[config.mk]
export PLATFORM = sky130hd
export DESIGN_NAME = dig_exec
export DESIGN_NICKNAME = d
export VERILOG_FILES = /design/src/dig_pkg.sv /design/src/dig_stack_if.sv /design/src/dig_exec.sv /design/src/dig_stack.sv
export SDC_FILE = /design/constraint.sdc
export NUM_CORES = 2
export LEC_CHECK = 0
export CAP_MARGIN = 20
export CORE_ASPECT_RATIO = 0.6
export CORE_MARGIN = 5
export CORE_UTILIZATION = 45
export CTS_CLUSTER_DIAMETER = 150
export DETAILED_ROUTE_END_ITERATION = 10
export DONT_BUFFER_PORTS = 1
export GPL_ROUTABILITY_DRIVEN = 0
export HOLD_SLACK_MARGIN = 0.03
export MAX_ROUTING_LAYER = met4
export PLACE_DENSITY = 0.56
export REMOVE_ABC_BUFFERS = 1
export SYNTH_ARGS = -nofsm -noshare
export SYNTH_HDL_FRONTEND = slang
export SYNTH_SLANG_ARGS = --single-unit
[constraint.sdc]
create_clock -name core_clk_i -period 8.45 [get_ports core_clk_i]
set_input_delay 0.845 -clock core_clk_i [delete_from_list [all_inputs] [get_ports core_clk_i]]
set_output_delay 0.845 -clock core_clk_i [all_outputs]
set_load 0.03 [all_outputs]
[src/dig_pkg.sv]
// Package for the instruction group execution block.
// Assumes a 24-bit data path, 56-bit accumulators and 16-bit loop registers.
package dig_pkg;
    // ==========================================================
    // Widths and field positions
    localparam int DIG_WORD_W = 24;
    localparam int DIG_ACC_W = 56;
    localparam int DIG_ADDR_W = 16;
    localparam int DIG_PTR_W = 4;
    localparam int DIG_MID_LO = 24;
    localparam int DIG_MID_HI = 47;
    localparam int DIG_CARRY_BIT = 0;
    localparam int DIG_LOOP_FLAG_BIT = 15;
    localparam int DIG_STACK_DEPTH = 16;
    // ==========================================================
    // Reset values and constants
    localparam logic [15:0] DIG_LCNT_RST = 16'h0000;
    localparam logic [15:0] DIG_LEND_RST = 16'h0000;
    localparam logic [15:0] DIG_STAT_RST = 16'h0000;
    localparam logic [3:0] DIG_PTR_RST = 4'h0;
    localparam logic [15:0] DIG_ONE16 = 16'h0001;
    // ==========================================================
    // Instruction operations
    typedef enum logic [4:0] {
        DIG_OP_NOP, DIG_OP_ADD, DIG_OP_SUB, DIG_OP_NEG, DIG_OP_CLR,
        DIG_OP_INC, DIG_OP_SUBONE, DIG_OP_DIV, DIG_OP_MSHIFT,
        DIG_OP_AND, DIG_OP_OR, DIG_OP_EOR, DIG_OP_NOT,
        DIG_OP_MASK_CLEAR, DIG_OP_MASK_SET,
        DIG_OP_BIT_CLEAR, DIG_OP_BIT_SET, DIG_OP_BIT_TOGGLE, DIG_OP_BIT_ONLY,
        DIG_OP_LOOP_IMM, DIG_OP_LOOP_REG, DIG_OP_LOOP_EXIT
    } dig_op_t;
    // Addressing modes
    typedef enum logic [3:0] {
        DIG_AM_DIRECT, DIG_AM_NO_UPDATE, DIG_AM_POST_INC, DIG_AM_POST_DOWN,
        DIG_AM_POST_INC_OFS, DIG_AM_POST_DOWN_OFS, DIG_AM_INDEXED,
        DIG_AM_PRE_DOWN, DIG_AM_SPECIAL
    } dig_am_t;
    typedef enum logic [1:0] {DIG_LS_IDLE, DIG_LS_PUSH2} dig_lstate_t;
endpackage

[src/dig_stack_if.sv]
// Interface between the loop sequencer and the system stack.
// Assumes one clock; writes take effect on that clock, reads are combinational.
`timescale 1ns/10ps
interface dig_stack_if;
    import dig_pkg::*;
    logic push;
    logic pull;
    logic [DIG_PTR_W-1:0] sptr;
    logic [DIG_ADDR_W-1:0] wr_high;
    logic [DIG_ADDR_W-1:0] wr_low;
    logic [DIG_ADDR_W-1:0] top_high;
    logic [DIG_ADDR_W-1:0] top_low;
    logic [DIG_ADDR_W-1:0] below_high;
    logic [DIG_ADDR_W-1:0] below_low;
    modport ctl (output push, output pull, output sptr, output wr_high, output wr_low,
                 input top_high, input top_low, input below_high, input below_low);
    modport mem (input push, input pull, input sptr, input wr_high, input wr_low,
                 output top_high, output top_low, output below_high, output below_low);
endinterface

[src/dig_exec.sv]
// Execution of arithmetic, logical, bit and loop instruction groups.
// Assumes decoded operations arrive one per cycle with valid; operands come
// from the data ALU registers and the bit operand from the memory path.
// Behaviour
// RQ1: Arithmetic completes in one cycle and may update condition flags.
// RQ2: Arithmetic takes register operands only and never uses data buses.
// RQ3: Parallel moves allowed except divide, normalize, increment, decrement.
// RQ4: Logical ops one cycle in ALU; immediate control forms excepted.
// RQ5: Logical ops touch only accumulator bits 47-24.
// RQ6: Parallel move may write other accumulator portions same cycle.
// RQ7: Immediate mask set and clear forbid parallel moves.
// RQ8: Bit ops test one bit then leave, set, clear or invert it.
// RQ9: Carry flag takes tested bit value before modification.
// RQ10: Four bit ops: test-clear, test-set, test-toggle, test-only.
// RQ11: Loop iterations run with zero extra cycles.
// RQ12: Loop count comes from immediate or a register.
// RQ13: Loop start bumps stack pointer, pushes loop address and counter.
// RQ14: Loop counter then loaded with the new count.
// RQ15: First loop body address saved at loop start.
// RQ16: Loop termination pulls loop address and counter from stack.
// RQ17: Address modifier honoured by updating indirect modes only.
// RQ18: Second push of body start and status; end address minus one.
// RQ19: Loop start sets loop-active flag in status word.
// RQ20: At loop end test counter; decrement and restart, else terminate.
`timescale 1ns/10ps
module dig_exec
    import dig_pkg::*;
(
    input wire logic core_clk_i,
    input wire logic rst_i,
    input wire logic op_valid_i,
    input dig_op_t op_i,
    input wire logic par_move_i,
    input wire logic [DIG_ACC_W-1:0] acc_i,
    input wire logic [DIG_WORD_W-1:0] src_i,
    input wire logic [DIG_WORD_W-1:0] bit_word_i,
    input wire logic [4:0] bit_sel_i,
    input wire logic [7:0] imm_mask_i,
    input wire logic [DIG_ADDR_W-1:0] loop_count_imm_i,
    input wire logic [DIG_ADDR_W-1:0] loop_count_reg_i,
    input wire logic [DIG_ADDR_W-1:0] loop_end_expr_i,
    input wire logic [DIG_ADDR_W-1:0] next_pc_i,
    input wire logic [DIG_ADDR_W-1:0] fetch_addr_i,
    input dig_am_t addr_mode_i,
    input wire logic [DIG_ADDR_W-1:0] address_modifier_i,
    output logic [DIG_ACC_W-1:0] acc_o,
    output logic acc_we_o,
    output logic [DIG_WORD_W-1:0] bit_word_o,
    output logic bit_we_o,
    output logic [7:0] condition_flags_o,
    output logic [DIG_ADDR_W-1:0] status_word_o,
    output logic [DIG_ADDR_W-1:0] loop_end_address_o,
    output logic [DIG_ADDR_W-1:0] loop_counter_o,
    output logic [DIG_PTR_W-1:0] stack_pointer_o,
    output logic loop_active_flag_o,
    output logic [DIG_ADDR_W-1:0] pc_redirect_o,
    output logic pc_redirect_we_o,
    output logic illegal_move_o,
    output logic bus_busy_o,
    output logic [DIG_ADDR_W-1:0] modifier_used_o,
    output logic busy_o
);
    // ==========================================================
    // State
    typedef struct packed {
        logic [DIG_ACC_W-1:0] acc;
        logic acc_we;
        logic [DIG_WORD_W-1:0] bword;
        logic bit_we;
        logic [7:0] flags;
        logic [DIG_ADDR_W-1:0] stat;
        logic [DIG_ADDR_W-1:0] lend;
        logic [DIG_ADDR_W-1:0] lcnt;
        logic [DIG_PTR_W-1:0] sptr;
        logic [DIG_ADDR_W-1:0] pc;
        logic pc_we;
        logic illegal;
        logic busbusy;
        logic [DIG_ADDR_W-1:0] modused;
        dig_lstate_t ls;
        logic [DIG_ADDR_W-1:0] cnt_hold;
        logic [DIG_ADDR_W-1:0] end_hold;
        logic [DIG_ADDR_W-1:0] pc_hold;
    } dig_state_t;

    dig_state_t s_r;
    dig_state_t s_nxt;
    dig_stack_if stk ();
    logic [DIG_WORD_W-1:0] mid;
    logic [DIG_WORD_W-1:0] res;
    logic tested;
    logic no_move_op;
    logic loop_end_hit;

    dig_stack u_stack (
        .core_clk_i(core_clk_i),
        .st(stk.mem)
    );

    assign mid = acc_i[DIG_MID_HI:DIG_MID_LO];
    assign tested = bit_word_i[bit_sel_i];
    assign loop_end_hit = s_r.stat[DIG_LOOP_FLAG_BIT] && (fetch_addr_i == s_r.lend);
    // Operations that cannot share their cycle with a parallel move
    assign no_move_op = (op_i == DIG_OP_DIV) || (op_i == DIG_OP_MSHIFT) ||
                        (op_i == DIG_OP_INC) || (op_i == DIG_OP_SUBONE) || // [RQ3]
                        (op_i == DIG_OP_MASK_CLEAR) || (op_i == DIG_OP_MASK_SET); // [RQ7]

    // ==========================================================
    // Next state
    always_comb begin
        s_nxt = s_r;
        s_nxt.acc_we = 1'b0;
        s_nxt.bit_we = 1'b0;
        s_nxt.pc_we = 1'b0;
        s_nxt.illegal = 1'b0;
        s_nxt.busbusy = 1'b0;
        res = mid;
        stk.push = 1'b0;
        stk.pull = 1'b0;
        stk.sptr = s_r.sptr;
        stk.wr_high = s_r.lend;
        stk.wr_low = s_r.lcnt;
        // Modifier only for updating indirect modes
        case (addr_mode_i)
            DIG_AM_POST_INC, DIG_AM_POST_DOWN, DIG_AM_POST_INC_OFS,
            DIG_AM_POST_DOWN_OFS, DIG_AM_INDEXED, DIG_AM_PRE_DOWN: begin
                s_nxt.modused = address_modifier_i; // [RQ17]
            end
            default: begin
                s_nxt.modused = '0; // [RQ17]
            end
        endcase
        case (s_r.ls)
            DIG_LS_PUSH2: begin
                // Second push: body start and status word
                stk.push = 1'b1; // [RQ18]
                stk.sptr = s_r.sptr + DIG_PTR_W'(1);
                stk.wr_high = s_r.pc_hold; // [RQ15]
                stk.wr_low = s_r.stat;
                s_nxt.sptr = s_r.sptr + DIG_PTR_W'(1);
                s_nxt.lend = s_r.end_hold - DIG_ONE16; // [RQ18]
                s_nxt.stat[DIG_LOOP_FLAG_BIT] = 1'b1; // [RQ19]
                s_nxt.ls = DIG_LS_IDLE;
            end
            default: begin
                s_nxt.ls = DIG_LS_IDLE;
                if (loop_end_hit) begin
                    // Loop end runs alongside fetch, no extra cycle
                    if (s_r.lcnt != DIG_ONE16) begin
                        s_nxt.lcnt = s_r.lcnt - DIG_ONE16; // [RQ20]
                        s_nxt.pc = stk.top_high; // [RQ11]
                        s_nxt.pc_we = 1'b1;
                    end else begin
                        // Restore status, drop top, pull saved loop registers
                        s_nxt.stat = stk.top_low; // [RQ20]
                        s_nxt.lend = stk.below_high; // [RQ16]
                        s_nxt.lcnt = stk.below_low; // [RQ16]
                        s_nxt.sptr = s_r.sptr - DIG_PTR_W'(2);
                        stk.pull = 1'b1;
                    end
                end else if (op_valid_i) begin
                    if (par_move_i && no_move_op) begin
                        s_nxt.illegal = 1'b1; // [RQ3] [RQ7]
                    end
                    // ALU never drives the buses itself
                    s_nxt.busbusy = 1'b0; // [RQ2]
                    case (op_i)
                        DIG_OP_ADD, DIG_OP_SUB, DIG_OP_NEG, DIG_OP_CLR,
                        DIG_OP_INC, DIG_OP_SUBONE, DIG_OP_DIV, DIG_OP_MSHIFT: begin
                            s_nxt.acc = acc_i;
                            case (op_i)
                                DIG_OP_ADD: s_nxt.acc = acc_i + {{32{src_i[23]}}, src_i};
                                DIG_OP_SUB: s_nxt.acc = acc_i - {{32{src_i[23]}}, src_i};
                                DIG_OP_NEG: s_nxt.acc = -acc_i;
                                DIG_OP_CLR: s_nxt.acc = '0;
                                DIG_OP_INC: s_nxt.acc = acc_i + DIG_ACC_W'(1);
                                DIG_OP_SUBONE: s_nxt.acc = acc_i - DIG_ACC_W'(1);
                                DIG_OP_DIV: s_nxt.acc = {acc_i[DIG_ACC_W-2:0], 1'b0};
                                default: s_nxt.acc = {acc_i[DIG_ACC_W-1], acc_i[DIG_ACC_W-1:1]};
                            endcase
                            s_nxt.acc_we = 1'b1; // [RQ1] [RQ2]
                            s_nxt.flags[2] = (s_nxt.acc == '0); // [RQ1]
                            s_nxt.flags[3] = s_nxt.acc[DIG_ACC_W-1];
                        end
                        DIG_OP_AND, DIG_OP_OR, DIG_OP_EOR, DIG_OP_NOT: begin
                            case (op_i)
                                DIG_OP_AND: res = mid & src_i;
                                DIG_OP_OR: res = mid | src_i;
                                DIG_OP_EOR: res = mid ^ src_i;
                                default: res = ~mid;
                            endcase
                            // Only the middle portion changes; move may hit others
                            s_nxt.acc = {acc_i[DIG_ACC_W-1:DIG_MID_HI+1], res,
                                         acc_i[DIG_MID_LO-1:0]}; // [RQ5] [RQ6]
                            s_nxt.acc_we = 1'b1; // [RQ4]
                            s_nxt.flags[2] = (res == '0); // [RQ4]
                            s_nxt.flags[3] = res[DIG_WORD_W-1];
                        end
                        DIG_OP_MASK_CLEAR: begin
                            s_nxt.flags = s_r.flags & imm_mask_i; // [RQ4]
                        end
                        DIG_OP_MASK_SET: begin
                            s_nxt.flags = s_r.flags | imm_mask_i; // [RQ4]
                        end
                        DIG_OP_BIT_CLEAR, DIG_OP_BIT_SET, DIG_OP_BIT_TOGGLE,
                        DIG_OP_BIT_ONLY: begin
                            s_nxt.flags[DIG_CARRY_BIT] = tested; // [RQ9]
                            s_nxt.bword = bit_word_i;
                            case (op_i)
                                DIG_OP_BIT_CLEAR: s_nxt.bword[bit_sel_i] = 1'b0; // [RQ10]
                                DIG_OP_BIT_SET: s_nxt.bword[bit_sel_i] = 1'b1; // [RQ10]
                                DIG_OP_BIT_TOGGLE: s_nxt.bword[bit_sel_i] = ~tested; // [RQ8]
                                default: s_nxt.bword = bit_word_i; // [RQ8]
                            endcase
                            s_nxt.bit_we = (op_i != DIG_OP_BIT_ONLY); // [RQ8]
                        end
                        DIG_OP_LOOP_IMM, DIG_OP_LOOP_REG: begin
                            // First push: old loop address and counter
                            stk.push = 1'b1; // [RQ13]
                            stk.sptr = s_r.sptr + DIG_PTR_W'(1);
                            s_nxt.sptr = s_r.sptr + DIG_PTR_W'(1); // [RQ13]
                            s_nxt.lcnt = (op_i == DIG_OP_LOOP_IMM) ?
                                       loop_count_imm_i : loop_count_reg_i; // [RQ12] [RQ14]
                            s_nxt.end_hold = loop_end_expr_i;
                            s_nxt.pc_hold = next_pc_i; // [RQ15]
                            s_nxt.ls = DIG_LS_PUSH2;
                        end
                        DIG_OP_LOOP_EXIT: begin
                            // Early exit uses the same unwind as normal end
                            s_nxt.stat = stk.top_low; // [RQ16]
                            s_nxt.lend = stk.below_high;
                            s_nxt.lcnt = stk.below_low;
                            s_nxt.sptr = s_r.sptr - DIG_PTR_W'(2);
                            stk.pull = 1'b1;
                        end
                        default: begin
                            s_nxt.acc_we = 1'b0;
                        end
                    endcase
                end
            end
        endcase
        s_nxt.pc = s_nxt.pc_we ? s_nxt.pc : s_r.pc;
    end

    // ==========================================================
    // Registers
    always_ff @(posedge core_clk_i) begin
        if (rst_i) begin
            s_r <= '0;
            s_r.stat <= DIG_STAT_RST;
            s_r.lend <= DIG_LEND_RST;
            s_r.lcnt <= DIG_LCNT_RST;
            s_r.sptr <= DIG_PTR_RST;
            s_r.ls <= DIG_LS_IDLE;
        end else begin
            s_r <= s_nxt;
        end
    end

    assign acc_o = s_r.acc;
    assign acc_we_o = s_r.acc_we;
    assign bit_word_o = s_r.bword;
    assign bit_we_o = s_r.bit_we;
    assign condition_flags_o = s_r.flags;
    assign status_word_o = s_r.stat;
    assign loop_end_address_o = s_r.lend;
    assign loop_counter_o = s_r.lcnt;
    assign stack_pointer_o = s_r.sptr;
    assign loop_active_flag_o = s_r.stat[DIG_LOOP_FLAG_BIT];
    assign pc_redirect_o = s_r.pc;
    assign pc_redirect_we_o = s_r.pc_we;
    assign illegal_move_o = s_r.illegal;
    assign bus_busy_o = s_r.busbusy;
    assign modifier_used_o = s_r.modused;
    assign busy_o = (s_r.ls == DIG_LS_PUSH2);
endmodule

[src/dig_stack.sv]
// System stack memory, high and low halves per location.
// Assumes the controller never pushes and pulls in one cycle.
`timescale 1ns/10ps
module dig_stack
    import dig_pkg::*;
(
    input wire logic core_clk_i,
    dig_stack_if.mem st
);
    logic [2*DIG_ADDR_W-1:0] mem_r [DIG_STACK_DEPTH];
    logic [DIG_PTR_W-1:0] below;
    // ==========================================================
    // Write at the incremented pointer
    always_ff @(posedge core_clk_i) begin
        if (st.push) begin
            mem_r[st.sptr] <= {st.wr_high, st.wr_low};
        end
    end
    always_comb begin
        below = st.sptr - DIG_PTR_W'(1);
        {st.top_high, st.top_low} = mem_r[st.sptr];
        {st.below_high, st.below_low} = mem_r[below];
    end
endmodule

### Word level (Yosys, flattened, before mapping)

Memories as Yosys holds them, arrays and structs flattened.
Cells that the tools add are included.

| storage, ports and cells | value |
|---|---|
| flip-flop bits (word level) | 211 |
| bits in writable memories | 512 |
| bits of input ports | 226 |
| output and inout port bits | 179 |
| logic and storage cells | 174 |
| memories kept | 1 |

| cells by class | value |
|---|---|
| $add $sub $neg | 10 |
| $lt $le $gt $ge | 2 |
| equal/unequal tests | 33 |
| multiplexer cells | 52 |
| bitwise logic cells | 15 |
| reductions and logical operators | 41 |

Memory list:

| name | words | width | rd ports | clocked after memory_dff | wr ports | line | source |
|---|---|---|---|---|---|---|---|
| u_stack.mem_r | 16 | 32 | 2 | 0 | 1 | dig_stack.sv:10 | `logic [2*DIG_ADDR_W-1:0] mem_r [DIG_STACK_DEPTH];` |

Operators with widths:

| cell | count |
|---|---|
| 56-bit case mux with 7 select lines | 1 |
| 56-bit two-way mux | 4 |
| 24-bit case mux with 3 select lines | 2 |
| 56-bit case mux with 2 select lines | 1 |
| 52-bit two-way mux | 2 |
| 24-bit two-way mux | 4 |
| 16-bit two-way mux | 5 |
| 32-bit two-way mux | 2 |
| 56-bit by 1-bit adder with 56-bit output, second input constant | 1 |
| 56-bit adder | 1 |
| 56-bit logical NOT | 1 |
| 56-bit negation | 1 |
| 56-bit by 1-bit subtractor with 56-bit output, second input constant | 1 |
| 56-bit subtractor | 1 |
| 24-bit AND | 2 |
| 24-bit inverter | 2 |
| 24-bit bitwise OR | 2 |
| 5-bit by 4-bit equality test with 1-bit output, second input constant | 8 |
| 20-bit case mux with 2 select lines | 1 |
| 4-bit AND reduction | 8 |
| 16-bit by 1-bit subtractor with 16-bit output, second input constant | 2 |
| 5-bit equality test, second input constant | 6 |
| 24-bit bitwise mux | 1 |
| 24-bit logical NOT | 1 |
| 43 further kinds | 93 |

### Longest topological paths before layout

| logic depth | value |
|---|---|
| depth in word-level cells | 12 |
| depth in mapped cells | 27 |
| depth with buffers taken out | 25 |

### Cells and area by module

From an unflattened synthesis, not the netlist that was laid out.

| unflattened totals | value |
|---|---|
| cells, all modules | 3973 |
| area, all modules | 43381.6 sq um |

By module, submodules not included:

| module | times used | cells each | area an instance (sq um) | sequential area each (sq um) |
|---|---|---|---|---|
| dig_stack | 1 | 1173 | 23430.0 | 15374.7 |
| dig_exec | 1 | 2800 | 19951.6 | 4184.0 |

### Worst setup path before layout

OpenSTA, ideal clock, no wires.

| timing | value |
|---|---|
| path kind | input -> register |
| start point | input port src_i[1] |
| end point | register s_r, in the netlist condition_flags_o[2] |
| library setup time | 69 ps |
| data arrival time | 6851 ps |
| data required time | 8381 ps |
| path slack | 1530 ps |
| stages on the path | 25 |
| path buffers | 2 |
| path through | nor4_2 > nand4_1 > or3_4 > or3_4 > or3_4 > or3_4 > or3_4 > or3_4 > or3_4 > a21o_4 > buf_6 > nand2_1 > ha_1 > clkbuf_1 > nand2_1 > o21bai_1 > or3b_2 > nand3_1 > a21oi_1 > o21bai_1 > mux2_2 > or4b_1 > nor4_1 > nand4_1 > o21ai_1 |

| between the ends | value |
|---|---|
| word-level cells in the longest chain between the ends | 8 |
| elaborated cells between the ends (all ways) | 18 |
| classes of those cells | add/sub: 2; mux: 11; bitwise: 3; reduce/logical: 2 |

Ends and longest elaborated chain:

| element | line | source |
|---|---|---|
| start: declaration | dig_exec.sv:35 | `input wire logic [DIG_WORD_W-1:0] src_i,` |
| 56-bit subtractor, or another cell as far along | dig_exec.sv:173 | `DIG_OP_SUB: s_nxt.acc = acc_i - {{32{src_i[23]}}, src_i};` |
| 56-bit case mux with 7 select lines or 24-bit case mux with 3 select lines (tied branches) | dig_exec.sv:171, dig_exec.sv:186 |  |
| 56-bit two-way mux or 24-bit two-way mux (tied branches) | dig_exec.sv:167 | `case (op_i)` |
| 56-bit two-way mux or 24-bit two-way mux (tied branches) | dig_exec.sv:161 | `end else if (op_valid_i) begin` |
| 56-bit two-way mux or 24-bit two-way mux (tied branches) | dig_exec.sv:147 | `if (loop_end_hit) begin` |
| 56-bit two-way mux or 24-bit two-way mux (tied branches) | dig_exec.sv:133 | `case (s_r.ls)` |
| 56-bit logical NOT or 24-bit logical NOT (tied branches) | dig_exec.sv:182, dig_exec.sv:196 |  |
| 2-bit case mux with 4 select lines (*) | dig_exec.sv:167 |  |
| end signal: assignment | dig_exec.sv:257 | `s_r <= s_nxt;` |
| end: declaration | dig_exec.sv:86 | `dig_state_t s_r;` |

Every way passes the cells marked *; elsewhere a longest branch is shown, timed or not. The select of a mux whose other input is x is not followed.
A chain may end at the register's enable or synchronous reset.

### Worst setup path in the final report

Ends and elaborated chain as after synthesis.

==> metrics.cfg <==
[sta]
rsz0062_at_grt=no
slew_headroom_pct=24.2
whs_ns=0.275
worstMarginPinSlew_ns=1.13
hold_viol_final=0
setup_ws_ns=0.843
skew_ns=0.0328
maxSlewViolCount=0
fin_setup_tns_ns=0
fmax_mhz=131
setup_viol=0
fin_crit_ns=7.61
fin_crit_sh_pct=90.0

[layout]
stdcell_area_um2=47200
stdcell_count=5478
drive_gt1_share_pct=12.1
area_growth_pct=5.68
final_nets=4435
final_core_util_pct=48.0

[yosys]
postSynthCellCount=4431
synth-seq-cells=721
syn_area_um2=44700
synth_edf_count=512
yosysUniqueCellTypes=92
async_flop_share_pct=0
seq_area_frac_synth_pct=43.8
synth_flop_cell=edfxtp_1
synth_area_per_cell_um2=10.1
synth_warnings=0

[min_path]
hold_end=acc_o[10]$_SDFFE_PP0P_
hp-start=rst_i
min_path_type=in -> reg
hold_depth=1

[setup_path]
max_stage_delay_ns=0.74
crit_arrival_ns=8.21
cp.required_ns=9.05
rrSetupSlack_ns=2.43
r2r_cells=12
cp-end-kind=flip-flop
crit_path_start_kind=input port
cp_max_fo=8
r2r-end=loop_end_address_o[9]$_SDFFE_PP0P_
crit_type=in -> reg
cp_slowest_cell=a31oi_1
path_cells=inv_1 > ha_1 > or3b_2 > nor3_1 > nand2_1 > nor3_1 > nand4_1 > or3_1 > nor3_1 > nand4_1 > nand3_1 > o211ai_1 > ha_1 > nand4_1 > a31oi_1 > nor3_1 > or3b_2 > nor4b_1 > buf_4 > nand3b_1 > nor4_1 > nand4_1 > o21ai_1
r2r-start=loop_end_address_o[8]$_SDFFE_PP0P_

[global_routing]
grt_max_degree=197
antenna_found_initial=8
track_usage_pct=30.1
grt_pass1_wl_um=231000
grt.overflow.total=0
grt_pass1_vias=32000

[placed_design]
dp_cells=5334
hpwlAfterDp_um=112000
place_area_um2=44700
place_ws_ns=0.698
numPortBuffers=0

[clocking]
ctsResizeCount=0
cts_buffers=73
postCtsSetupBuffers=0
cts_hold_buf=0
clk_pin_slew_ns=0.06
root_buffer=clkbuf_16
insertion_delay_ns=0.68
clock-sinks=721
cts_buffer_depth=3
tritoncts=built
cts_max_level=3

[die]
die_w_um=417
core_area_um2=98400
start_util_pct=45.4
fp.dieH_um=254
ioPinCount=405
die-area_um2=106000
num_rows=89

[routing]
dr_wl_met2_um=64000
top_layer_used=met4
wl_per_cell_um=29.4
drc_errors=0
firstDrtPassIters=7
ant_nets=0
dr_total_vias=36000
met3_length_um=20600
viasPerCell=6.57
wl_met1_um=72800
drt-initial-drc-count=5287
routed_wirelength_um=161000

[run_status]
status=complete, no violations

[pwr]
p_leak_nw=16.4
vdd_ir_drop_max_mv=0.148
p_per_area_nw_per_um2=185
total_power_mw=8.73

[job]
cap_viol_max_count=0

synth_stat cells, types with 18 or more instances:
library cell	count	area share [%]
nor2b_1	18	0.25
nand4_1	62	0.87
nor4_1	43	0.60
edfxtp_1	512	34
o21a_1	19	0.32
o211ai_1	76	1.3
nor3_1	93	1.0
and2_1	31	0.43
xor2_1	35	0.69
nor2_1	294	2.5
dfxtp_1	209	9.4
o22ai_1	22	0.31
buf_1	23	0.19
a311o_1	18	0.40
mux2i_1	200	4.5
mux2_2	41	1.0
a21o_1	30	0.50
inv_1	76	0.64
and3_1	39	0.55
a311oi_1	23	0.45
xnor2_1	66	1.3
a22oi_1	30	0.50
clkbuf_1	252	2.1
a31oi_1	30	0.42
nand2_1	677	5.7
or3_1	25	0.35
ha_1	116	3.2
nand3_1	226	2.5
buf_4	177	3.0
a211oi_1	50	0.84
mux4_2	185	9.3
a221oi_1	34	0.67
o21ai_0	156	1.7
a222oi_1	25	0.56
buf_2	40	0.45
a21oi_1	263	2.9
layout make-up:
cell class / count / area, um2
clock buffers: 99 / 1970
flip-flops and latches: 721 / 19600
well taps: 1319 / 1650
diodes: 6 / 15.0
fillers: 9096 / 51200
inverters: 77 / 294
clock inverters: 37 / 509
multi-input cells: 3137 / 22500
repair buffers: 82 / 683
routing by layer:
layer,vias to the layer above,GRT usage [%]
met4,0,6.55
met5,-,-
li1,15800,-
met2,2090,38.6
met1,17900,45.9
met3,236,9.34
worst max-delay path by stage:
stage	startpoint	to	slack, ns	depth (start not counted)
floorplan	s_r[48]$_SDFF_PP0_	loop_end_address_o[9]$_SDFFE_PP0P_	-22.45	8
global placement	src_i[1]	condition_flags_o[2]$_SDFFE_PP0P_	0.77	23
detailed placement	src_i[1]	condition_flags_o[2]$_SDFFE_PP0P_	0.70	23
CTS	src_i[1]	condition_flags_o[2]$_SDFFE_PP0P_	1.37	23
global route	src_i[1]	condition_flags_o[2]$_SDFFE_PP0P_	0.63	23
finish	src_i[1]	condition_flags_o[2]$_SDFFE_PP0P_	0.84	23
worst max-delay path, delay by kind of cell:
family          cells  cell delay, ns
fa+ha+maj           2            0.74
compound gates      3            1.00
buf+inv             2            0.35
simple gates       16            5.25
power by group:
group / switching (mW) / total, mW / internal [mW]
registers: 0.0982 / 3.89 / 3.80
clock network: 1.52 / 3.42 / 1.90
logic: 0.885 / 1.42 / 0.531
total: 2.51 / 8.73 / 6.22
flip-flops by register name (all words and copies together) (netlist names):
| register | count |
|---|---|
| u_stack.mem_r | 512 |
| acc_o | 56 |
| s_r | 33 |
| bit_word_o | 24 |
| loop_counter_o | 16 |
| loop_end_address_o | 16 |
| modifier_used_o | 16 |
| pc_redirect_o | 16 |
| status_word_o | 16 |
| condition_flags_o | 8 |
| stack_pointer_o | 4 |
| acc_we_o | 1 |
| bit_we_o | 1 |
| illegal_move_o | 1 |
| pc_redirect_we_o | 1 |
cells by family (layout without fill, tap and decap cells):
family | count (synthesis) | in the layout | share of synthesized area [%]
AND/OR/NAND/NOR | 1608 | 1608 | 16.6
buffers and inverters | 573 | 295 | 6.47
AO/OA/AOI/OAI | 882 | 882 | 13.0
flip-flops | 721 | 721 | 43.8
XOR/XNOR | 102 | 102 | 2.02
adder cells (fa/ha/maj) | 118 | 118 | 3.32
multiplexers | 426 | 426 | 14.8
other | 1 | 7 | 0.00839
cell usage in the layout, fill, tap and decap left out, types with 50 or more instances in the layout:
cell type,instances
a211oi_1,50
o211ai_1,76
ha_1,115
dfxtp_1,208
nand2_1,676
mux2i_1,200
nand4_1,62
inv_1,75
nor2_1,270
clkbuf_16,73
nand3_1,226
nor3_1,90
buf_4,76
xnor2_1,62
a21oi_1,262
o21ai_0,154
mux4_2,185
edfxtp_1,512
No activity file was read; power rests on OpenSTA's default activity.
